## src/pkg/algo_debug_pkg.sv

```systemverilog
// Package for the algorithm debug speed_source_select register bank
package algo_debug_pkg;
  localparam int ADDR_W = 8;
  localparam logic [ADDR_W-1:0] OFS_ALGO_DEBUG_SPEED_SOURCE_SELECT = 8'hEC;
  localparam logic [ADDR_W-1:0] OFS_DEVICE_ANGLE = 8'hEA;
  localparam logic [ADDR_W-1:0] OFS_SPEED_SOURCE_SELECT_STATUS = 8'hF8;
  localparam logic [31:0] RST_ALGO_DEBUG_SPEED_SOURCE_SELECT = 32'h0000_0000;
  localparam int POS_SPEED_SRC = 31;
  localparam int POS_SPEED_LSB = 16;
  localparam int POS_FB_OFF = 15;
  localparam int POS_HOLD_ALIGN = 14;
  localparam int POS_HOLD_SLOW = 13;
  localparam int POS_HOLD_IPD = 12;
  localparam int POS_HOLD_ISD = 11;
  localparam int POS_ANGLE_SRC = 10;
  localparam int POS_ANGLE_LSB = 11;
  localparam int SPEED_W = 15;
  localparam int IQ_W = 10;
  localparam int ANGLE_W = 9;
  localparam logic [IQ_W-1:0] IQ_POS_LIMIT = 10'h1F4;
  localparam logic [IQ_W-1:0] IQ_NEG_BASE = 10'h200;
  localparam logic [ANGLE_W-1:0] DEG_FULL = 9'h168;

  typedef enum logic [2:0] {
    START_ALIGN, START_DOUBLE_ALIGN, START_SLOW_FIRST, START_POSITION_DETECT
  } startup_method_e;

  typedef struct packed {
    logic speed_source_select;
    logic [SPEED_W-1:0] velocity_command_field;
    logic feedback_control_off;
    logic hold_align;
    logic hold_slow_first;
    logic hold_position_detect;
    logic hold_speed_detect;
    logic align_angle_source;
    logic [IQ_W-1:0] torque_current_ref_code;
  } speed_source_select_s;

  typedef struct packed {
    logic iq_negative;
    logic [IQ_W-1:0] iq_magnitude;
  } torque_ref_s;
endpackage
```

## src/core/algo_debug_speed_source_select_reg.sv

```systemverilog
// Algorithm debug speed_source_select register and its steering of the control path
// Function
// Speed source select one takes speed command from written field.
// Select zero takes speed command from analog, PWM or frequency input.
// Bits 30..16 supply the 15-bit speed command when select is one.
// Bit 15 set forces open loop commutation; clear keeps closed loop.
// Bit 14 holds align state when startup is align or double align.
// Bit 13 holds slow first cycle state when that startup is chosen.
// Bit 12 holds position detect state when that startup is chosen.
// Bit 11 holds speed detect state when speed detect is enabled.
// Bit 10 picks align angle: configured zero, written forced angle one.
// Bits 9..0 give torque reference when velocity loop off, signed mapping.
// Software writes only codes 0..500 or 512..1000 in torque field.
// Register is write-only and resets to all zeros.
// Forced angle is 9 bits at 19..11 of device control, modulo 360.
// Overrides sampled on each control update; no reset needed.
//
// Chosen here: the address-and-strobe port.
module algo_debug_speed_source_select_reg
  import algo_debug_pkg::*;
#(
  parameter int SPEED_WIDTH = SPEED_W
) (
  input wire logic mclk, // Clock
  input wire logic rst, // Async reset, active high
  input wire logic ce, // Clock enable
  input wire logic [ADDR_W-1:0] addr, // Register address
  input wire logic [31:0] wdata, // Write data
  input wire logic wr, // Write strobe
  input wire logic rd, // Read strobe
  output logic [31:0] rdata, // Read data, cycle after strobe
  input wire logic ctrl_update, // Control update tick
  input wire logic [SPEED_WIDTH-1:0] pin_speed, // Speed from analog/PWM/freq
  input wire logic [ANGLE_W-1:0] cfg_align_angle, // Configured align angle
  input wire startup_method_e startup_method, // Configured startup method
  input wire logic initial_speed_detect_enable, // Speed detect enabled
  input wire logic velocity_loop_off, // Velocity loop disabled
  output logic [SPEED_WIDTH-1:0] speed_command, // Selected speed command
  output logic feedback_off, // Open loop commutation
  output logic hold_align_state, // Stay in align
  output logic hold_slow_state, // Stay in slow first cycle
  output logic hold_position_state, // Stay in position detect
  output logic hold_speed_state, // Stay in speed detect
  output logic [ANGLE_W-1:0] align_angle, // Applied align angle
  output logic torque_ref_valid, // Torque reference forced
  output torque_ref_s torque_ref // Torque reference, sign and code magnitude
);
  speed_source_select_s ovr;
  speed_source_select_s act;
  logic [ANGLE_W-1:0] forced_angle;
  logic [ANGLE_W-1:0] forced_angle_act;

  wire wr_ovr = ce && wr && (addr == OFS_ALGO_DEBUG_SPEED_SOURCE_SELECT);
  wire wr_ang = ce && wr && (addr == OFS_DEVICE_ANGLE);

  // reset zero, write-only storage
  always_ff @(posedge mclk or posedge rst) begin
    if (rst) begin
      ovr <= speed_source_select_s'(RST_ALGO_DEBUG_SPEED_SOURCE_SELECT);
    end else if (wr_ovr) begin
      ovr <= speed_source_select_s'(wdata);
    end
  end

  // forced angle field of device control
  always_ff @(posedge mclk or posedge rst) begin
    if (rst) begin
      forced_angle <= '0;
    end else if (wr_ang) begin
      forced_angle <= wdata[POS_ANGLE_LSB +: ANGLE_W];
    end
  end

  // take new settings on control update
  always_ff @(posedge mclk or posedge rst) begin
    if (rst) begin
      act <= speed_source_select_s'(RST_ALGO_DEBUG_SPEED_SOURCE_SELECT);
      forced_angle_act <= '0;
    end else if (ce && ctrl_update) begin
      act <= ovr;
      forced_angle_act <= forced_angle;
    end
  end

  // Write-only register reads zero; status word shows the active one-bit override flags, torque valid and torque sign
  wire [31:0] status_word = {23'h00_0000, act.speed_source_select, act.feedback_control_off,
    act.hold_align, act.hold_slow_first, act.hold_position_detect, act.hold_speed_detect,
    act.align_angle_source, torque_ref_valid, torque_ref.iq_negative};
  wire [31:0] next_rdata = (addr == OFS_SPEED_SOURCE_SELECT_STATUS) ? status_word : 32'h0000_0000;
  always_ff @(posedge mclk or posedge rst) begin
    if (rst) begin
      rdata <= '0;
    end else if (ce) begin
      rdata <= rd ? next_rdata : 32'h0000_0000;
    end
  end

  // digital speed when select is one
  // pin speed when select is zero
  // field 30..16 as command
  wire [SPEED_WIDTH-1:0] next_speed = act.speed_source_select ?
    SPEED_WIDTH'(act.velocity_command_field) : pin_speed;

  wire is_align = (startup_method == START_ALIGN) || (startup_method == START_DOUBLE_ALIGN);
  // align hold
  wire next_hold_align = act.hold_align && is_align;
  // slow first cycle hold
  wire next_hold_slow = act.hold_slow_first && (startup_method == START_SLOW_FIRST);
  // position detect hold
  wire next_hold_pos = act.hold_position_detect && (startup_method == START_POSITION_DETECT);
  // speed detect hold
  wire next_hold_spd = act.hold_speed_detect && initial_speed_detect_enable;

  // reduce modulo 360; 9-bit value is below 720
  wire [ANGLE_W-1:0] forced_mod = (forced_angle_act >= DEG_FULL) ?
    forced_angle_act - DEG_FULL : forced_angle_act;
  // align angle source
  wire [ANGLE_W-1:0] next_angle = act.align_angle_source ? forced_mod : cfg_align_angle;

  // sign and magnitude; 500..512 gap yields zero
  wire [IQ_W-1:0] code = act.torque_current_ref_code;
  wire code_neg = code > IQ_NEG_BASE;
  wire [IQ_W-1:0] next_mag = code_neg ? code - IQ_NEG_BASE : (code < IQ_POS_LIMIT ? code : '0);

  // Outputs registered so the control path sees stable values per cycle
  always_ff @(posedge mclk or posedge rst) begin
    if (rst) begin
      speed_command <= '0;
      feedback_off <= 1'b0;
      hold_align_state <= 1'b0;
      hold_slow_state <= 1'b0;
      hold_position_state <= 1'b0;
      hold_speed_state <= 1'b0;
      align_angle <= '0;
      torque_ref_valid <= 1'b0;
      torque_ref <= '0;
    end else if (ce) begin
      speed_command <= next_speed;
      // open loop when set
      feedback_off <= act.feedback_control_off;
      hold_align_state <= next_hold_align;
      hold_slow_state <= next_hold_slow;
      hold_position_state <= next_hold_pos;
      hold_speed_state <= next_hold_spd;
      align_angle <= next_angle;
      // forced only while velocity loop off
      torque_ref_valid <= velocity_loop_off;
      torque_ref <= velocity_loop_off ? torque_ref_s'({code_neg, next_mag}) : '0;
    end
  end

  // zero after reset
  property p_reset_zero;
    @(posedge mclk)
      $fell(rst) |-> ovr == speed_source_select_s'(RST_ALGO_DEBUG_SPEED_SOURCE_SELECT) && act == ovr && rdata == 32'h0000_0000;
  endproperty
  a_reset_zero: assert property (p_reset_zero) else $error("state not zero after reset");

  property p_speed_sel;
    @(posedge mclk) disable iff (rst)
      ce && act.speed_source_select |=> speed_command == SPEED_WIDTH'($past(act.velocity_command_field));
  endproperty
  a_speed_sel: assert property (p_speed_sel) else $error("digital speed not applied");

  property p_speed_pin;
    @(posedge mclk) disable iff (rst)
      ce && !act.speed_source_select |=> speed_command == $past(pin_speed);
  endproperty
  a_speed_pin: assert property (p_speed_pin) else $error("pin speed not applied");

  property p_feedback;
    @(posedge mclk) disable iff (rst) ce |=> feedback_off == $past(act.feedback_control_off);
  endproperty
  a_feedback: assert property (p_feedback) else $error("open loop flag wrong");

  property p_hold_align;
    @(posedge mclk) disable iff (rst)
      ce && act.hold_align && startup_method == START_DOUBLE_ALIGN |=> hold_align_state;
  endproperty
  a_hold_align: assert property (p_hold_align) else $error("align hold missing");

  property p_hold_slow;
    @(posedge mclk) disable iff (rst)
      ce && startup_method != START_SLOW_FIRST |=> !hold_slow_state;
  endproperty
  a_hold_slow: assert property (p_hold_slow) else $error("slow hold wrong method");

  property p_hold_pos;
    @(posedge mclk) disable iff (rst)
      ce && act.hold_position_detect && startup_method == START_POSITION_DETECT |=> hold_position_state;
  endproperty
  a_hold_pos: assert property (p_hold_pos) else $error("position hold missing");

  property p_hold_spd;
    @(posedge mclk) disable iff (rst)
      ce |=> hold_speed_state == ($past(act.hold_speed_detect) && $past(initial_speed_detect_enable));
  endproperty
  a_hold_spd: assert property (p_hold_spd) else $error("speed detect hold wrong");

  property p_angle;
    @(posedge mclk) disable iff (rst)
      ce && !act.align_angle_source |=> align_angle == $past(cfg_align_angle);
  endproperty
  a_angle: assert property (p_angle) else $error("configured angle not used");

  property p_angle_mod;
    @(posedge mclk) disable iff (rst) ce && act.align_angle_source |=> align_angle < DEG_FULL;
  endproperty
  a_angle_mod: assert property (p_angle_mod) else $error("angle not below 360");

  property p_iq_neg;
    @(posedge mclk) disable iff (rst)
      ce && velocity_loop_off && code == 10'h3E8 |=> torque_ref.iq_negative && torque_ref.iq_magnitude == 10'h1E8;
  endproperty
  a_iq_neg: assert property (p_iq_neg) else $error("negative torque mapping wrong");

  property p_write_only;
    @(posedge mclk) disable iff (rst)
      ce && rd && addr == OFS_ALGO_DEBUG_SPEED_SOURCE_SELECT |=> rdata == 32'h0000_0000;
  endproperty
  a_write_only: assert property (p_write_only) else $error("speed_source_select register readable");

  property p_update;
    @(posedge mclk) disable iff (rst) ce && ctrl_update |=> act == $past(ovr);
  endproperty
  a_update: assert property (p_update) else $error("update not sampled");

  // write lands whole
  property p_write_store;
    @(posedge mclk) disable iff (rst)
      ce && wr && addr == OFS_ALGO_DEBUG_SPEED_SOURCE_SELECT |=> ovr == speed_source_select_s'($past(wdata));
  endproperty
  a_write_store: assert property (p_write_store) else $error("speed_source_select write lost");

  // angle field stored
  property p_angle_store;
    @(posedge mclk) disable iff (rst)
      ce && wr && addr == OFS_DEVICE_ANGLE |=> forced_angle == ANGLE_W'($past(wdata) >> POS_ANGLE_LSB);
  endproperty
  a_angle_store: assert property (p_angle_store) else $error("forced angle write lost");

  // settings wait for update
  property p_wait_update;
    @(posedge mclk) disable iff (rst)
      ce && !ctrl_update |=> $stable(act) && $stable(forced_angle_act);
  endproperty
  a_wait_update: assert property (p_wait_update) else $error("active set changed without update");

  // enable low freezes settings
  property p_freeze_state;
    @(posedge mclk) disable iff (rst)
      !ce |=> $stable(ovr) && $stable(act) && $stable(forced_angle);
  endproperty
  a_freeze_state: assert property (p_freeze_state) else $error("settings moved while disabled");

  // enable low freezes outputs
  property p_freeze_out;
    @(posedge mclk) disable iff (rst)
      !ce |=> $stable(speed_command) && $stable(align_angle) && $stable(torque_ref) && $stable(rdata);
  endproperty
  a_freeze_out: assert property (p_freeze_out) else $error("outputs moved while disabled");

  // single align held
  property p_hold_align_one;
    @(posedge mclk) disable iff (rst)
      ce && act.hold_align && startup_method == START_ALIGN |=> hold_align_state;
  endproperty
  a_hold_align_one: assert property (p_hold_align_one) else $error("single align hold missing");

  // align released
  property p_align_release;
    @(posedge mclk) disable iff (rst)
      ce && !act.hold_align |=> !hold_align_state;
  endproperty
  a_align_release: assert property (p_align_release) else $error("align hold without request");

  // slow cycle held
  property p_hold_slow_on;
    @(posedge mclk) disable iff (rst)
      ce && act.hold_slow_first && startup_method == START_SLOW_FIRST |=> hold_slow_state;
  endproperty
  a_hold_slow_on: assert property (p_hold_slow_on) else $error("slow hold missing");

  // slow cycle released
  property p_slow_release;
    @(posedge mclk) disable iff (rst)
      ce && !act.hold_slow_first |=> !hold_slow_state;
  endproperty
  a_slow_release: assert property (p_slow_release) else $error("slow hold without request");

  // position detect released
  property p_pos_release;
    @(posedge mclk) disable iff (rst)
      ce && (!act.hold_position_detect || startup_method != START_POSITION_DETECT) |=> !hold_position_state;
  endproperty
  a_pos_release: assert property (p_pos_release) else $error("position hold without request");

  // forced angle taken
  property p_angle_forced;
    @(posedge mclk) disable iff (rst)
      ce && act.align_angle_source && forced_angle_act < DEG_FULL |=> align_angle == $past(forced_angle_act);
  endproperty
  a_angle_forced: assert property (p_angle_forced) else $error("forced angle not used");

  // angle wraps at 360
  property p_angle_wrap;
    @(posedge mclk) disable iff (rst)
      ce && act.align_angle_source && forced_angle_act >= DEG_FULL |=>
        align_angle == ANGLE_W'($past(forced_angle_act) - DEG_FULL);
  endproperty
  a_angle_wrap: assert property (p_angle_wrap) else $error("forced angle not wrapped");

  // no torque while loop on
  property p_iq_off;
    @(posedge mclk) disable iff (rst)
      ce && !velocity_loop_off |=> !torque_ref_valid && torque_ref == '0;
  endproperty
  a_iq_off: assert property (p_iq_off) else $error("torque forced with loop on");

  // positive codes pass
  property p_iq_pos;
    @(posedge mclk) disable iff (rst)
      ce && velocity_loop_off && code < IQ_POS_LIMIT |=>
        !torque_ref.iq_negative && torque_ref.iq_magnitude == $past(code);
  endproperty
  a_iq_pos: assert property (p_iq_pos) else $error("positive torque mapping wrong");

  // gap codes give zero
  property p_iq_gap;
    @(posedge mclk) disable iff (rst)
      ce && velocity_loop_off && code >= IQ_POS_LIMIT && code <= IQ_NEG_BASE |=> torque_ref == '0;
  endproperty
  a_iq_gap: assert property (p_iq_gap) else $error("gap code not zero");

  // negative codes offset
  property p_iq_neg_any;
    @(posedge mclk) disable iff (rst)
      ce && velocity_loop_off && code > IQ_NEG_BASE |=>
        torque_ref.iq_negative && torque_ref.iq_magnitude == IQ_W'($past(code) - IQ_NEG_BASE);
  endproperty
  a_iq_neg_any: assert property (p_iq_neg_any) else $error("negative torque offset wrong");

  // idle read data zero
  property p_rd_idle;
    @(posedge mclk) disable iff (rst)
      ce && !rd |=> rdata == 32'h0000_0000;
  endproperty
  a_rd_idle: assert property (p_rd_idle) else $error("read data outside read cycle");
endmodule

```

## config.mk

```make
export PLATFORM = sky130hd
export DESIGN_NAME = algo_debug_speed_source_select_reg
export DESIGN_NICKNAME = d
export VERILOG_FILES = /design/src/pkg/algo_debug_pkg.sv /design/src/core/algo_debug_speed_source_select_reg.sv
export SDC_FILE = /design/constraint.sdc
export NUM_CORES = 1
export LEC_CHECK = 0
export ABC_CLOCK_PERIOD_IN_PS = 10000
export BUFFER_PORTS_ARGS = -buffer_cell sky130_fd_sc_hd__buf_2
export CAP_MARGIN = 20
export CORE_ASPECT_RATIO = 1.25
export CORE_MARGIN = 2
export CORE_UTILIZATION = 45
export CTS_CLUSTER_DIAMETER = 120
export DETAILED_ROUTE_END_ITERATION = 7
export GPL_TIMING_DRIVEN = 0
export PLACE_DENSITY = 0.7
export SKIP_LAST_GASP = 1
export SLEW_MARGIN = 20
export SYNTH_ARGS = -nofsm -noshare
export SYNTH_HDL_FRONTEND = slang
export SYNTH_SLANG_ARGS = --single-unit
```

## constraint.sdc

```tcl
create_clock -name mclk -period 10 [get_ports mclk]
set_input_delay 2 -clock mclk [delete_from_list [all_inputs] [get_ports mclk]]
set_output_delay 2 -clock mclk [all_outputs]
set_load 0.01 [all_outputs]
```

==> flow_summary.ini <==
[timing]
post-route-period-util_pct = 34.14
rsz0062_at_grt = no
fmax_mhz = 292.9
worst_slew_pin_slew_ns = 0.8211
fin_setup_tns_ns = 0
finalCriticalPeriod_ns = 3.414
finalHoldViolations = 0
slew_violations = 0
fin_skew_ns = 0.008877
setup_viol = 0
maxSlewHeadroom_pct = 45.03

[cells_and_area]
instances_no_fill = 796
regArea_um2 = 3303
area_growth_syn_to_layout_pct = 27.06
fillers = 1068
fin_util_pct = 58.89
multi_input_area_um2 = 2009
drive_above_1_share_pct = 43.74
fin_nets = 694
stdcell_area_um2 = 7162

[power]
power_density_nw_per_um2 = 176.8
power_mw = 1.266
p_leak_nw = 3.590
peakVddDrop_uv = 137.3

[clock_network]
htreeDepth = 4
cts_sinks = 132
cts_setup_buffers = 0
cts_tree = yes
clkLatencyLatePin_ns = 0.41
cts_buffer_depth = 2
clkTransAtPathRegs_ns = 0.05
cts_root_buffer = clkbuf_16
cts-resized-gates = 0
cts_hold_buf = 0
cts_buffers = 17

[synthesis]
synth-simple-area-share_pct = 7.170
yosys.area.top_type = dfrtp_1
synth-compound-area-share_pct = 6.038
async_flop_share_pct = 100.0
syn-instance-count = 452
synth_mux_area_share_pct = 20.38
syn_area_per_cell_um2 = 12.47
synth.most_common_cell = dfrtp_1
synth_fa_ha_area_share_pct = 0.2220
synth_edf_count = 0
syn-cell-area_um2 = 5637
seq_area_frac_synth_pct = 58.60
synth.distinct_cells = 41
synth_xor_area_share_pct = 0.1554
ys_top_cells_by_area = dfrtp_1 (59%), mux2_2 (17%), buf_4 (3.5%)
synth_top_family_by_area = multiplexers
synth_warnings = 0
synth_top_flop_cell = dfrtp_1
synth_common_cells = dfrtp_1 (132), mux2_2 (85), inv_1 (32), buf_4 (26), o21ai_0 (26)
ys_ff_latch = 132
netlist.area_leader.share_pct = 58.60

[routing]
vias = 3928
firstDrtPassIters = 5
drc = 0
postRouteAntennaNets = 0
wl_um = 12770
wl_per_cell_um = 16.05
drtIter0Drc = 189
viasPerCell = 4.935

[global_routing]
antenna_found_initial = 1
grt_pass1_vias = 4207
grt_usage_pct = 19.90
grt_first_pass_wirelength_um = 20840
grt_overflow = 0
grt_start_max_net_pins = 82

[worst_setup_path]
crit_buf_inv = 3
slowest_stage = mux2_2
cp-end-kind = flip-flop
worstSetupStartpointType = primary input
cp_data_arrival_time_ns = 3.70
path_delay_family = simple AND/OR/NAND/NOR gates
required_ns = 10.29
crit_path_max_incr_delay_ns = 0.36
cp_max_fo = 10
crit_chain = buf_2 -> nand4_1 -> nor4b_1 -> and4b_1 -> clkbuf_1 -> buf_4 -> mux2_2
path_class = primary input to flip-flop

[placed_design]
hpwl_um = 9199
dpl_cell_area_um2 = 6589
port_buffers = 124
dp_cells = 763
gp_congestion = 0.7779

[floorplan]
die_h_um = 129.1
ios = 148
initial_core_util_pct = 46.35
die_width_um = 104.1
core_area_um2 = 12160
num_rows = 45
dieArea_um2 = 13440

[job]
drv_cap = 0

[outcome]
status = completed

[worst_hold_path]
hold_class = flip-flop to flip-flop
[cells by family (layout without fill, tap and decap cells)]
kind of cell | count (synthesis) | count (layout)
xor gates and xnor gates | 1 | 1
adders and majority gates | 1 | 1
other | 1 | 24
and+or+nand+nor | 78 | 78
muxes | 104 | 104
AOI/OAI and AO/OA | 59 | 59
buffers and inverters | 76 | 233
DFF | 132 | 132
[registers in the layout, indices dropped and copies added, names as in the netlist, 9 cells and up]
name,flops
act,22
forced_angle,9
rdata,9
torque_ref,11
align_angle,9
ovr,32
forced_angle_act,9
code,10
speed_command,15
[power breakdown]
| part | switching [mW] | internal [mW] |
|---|---|---|
| combinational | 0.0566 | 0.0480 |
| clock | 0.228 | 0.367 |
| sequential | 0.0127 | 0.555 |
| total | 0.297 | 0.970 |
[cells in the final DEF, fill, tap and decap left out, types with 4 or more instances in the layout]
cell	count
a21oi_1	21
a31oi_1	4
buf_1	7
buf_2	125
buf_4	26
clkbuf_1	9
clkbuf_16	17
clkinv_4	5
conb_1	23
dfrtp_1	132
inv_1	31
mux2_2	85
mux2i_1	18
nand2_1	22
nand3_1	4
nand4_1	6
nor2_1	24
o21ai_0	26
[through the flow]
stage	hold slack, ns	setup slack (ns)
6_report	0.4826	6.586
2_1_floorplan	0.4541	4.474
5_1_grt	0.5142	6.402
3_5_place_dp	0.4708	6.169
3_3_place_gp	0.4640	3.188
4_1_cts	0.4834	6.595
[area by class of cell]
type                    instances  share of cell area (%)
plain buffers                  44                   4.123
multi-input cells             266                   28.06
flip-flops and latches        132                   46.12
clock buffers                  20                   6.097
well taps                     164                   2.865
repair buffers                125                   9.050
inverters                      32                   1.782
diodes                          1                 0.03494
clock inverters                12                   1.869
[path summary, 6_finish.rpt]
kind | to | slack (ns) | depth (start not counted) | startpoint
worst max-delay path | ovr[9] | 6.59 | 7 | addr[6]
worst min-delay path | ovr[13] | 0.48 | 1 | ovr[13]
worst max register to register | align_angle[3] | 8.10 | 5 | forced_angle_act[4]
worst min register to register | ovr[13] | 0.48 | 1 | ovr[13]
max in group asynchronous | rdata[8] | 7.70 | 3 | rst
min in group asynchronous | speed_command[14] | 1.59 | 2 | rst
[metal layers]
layer	share of wire, %	vias to the layer above	global-route usage, %	wire length (µm)
met4	1.5	0	8.029	196
li1	-	1857	-	-
met1	43	1932	23.63	5447
met3	4.7	17	5.131	599
met5	0	-	0	0
met2	51	122	34.83	6529
Power figures use the tool's default switching activity.
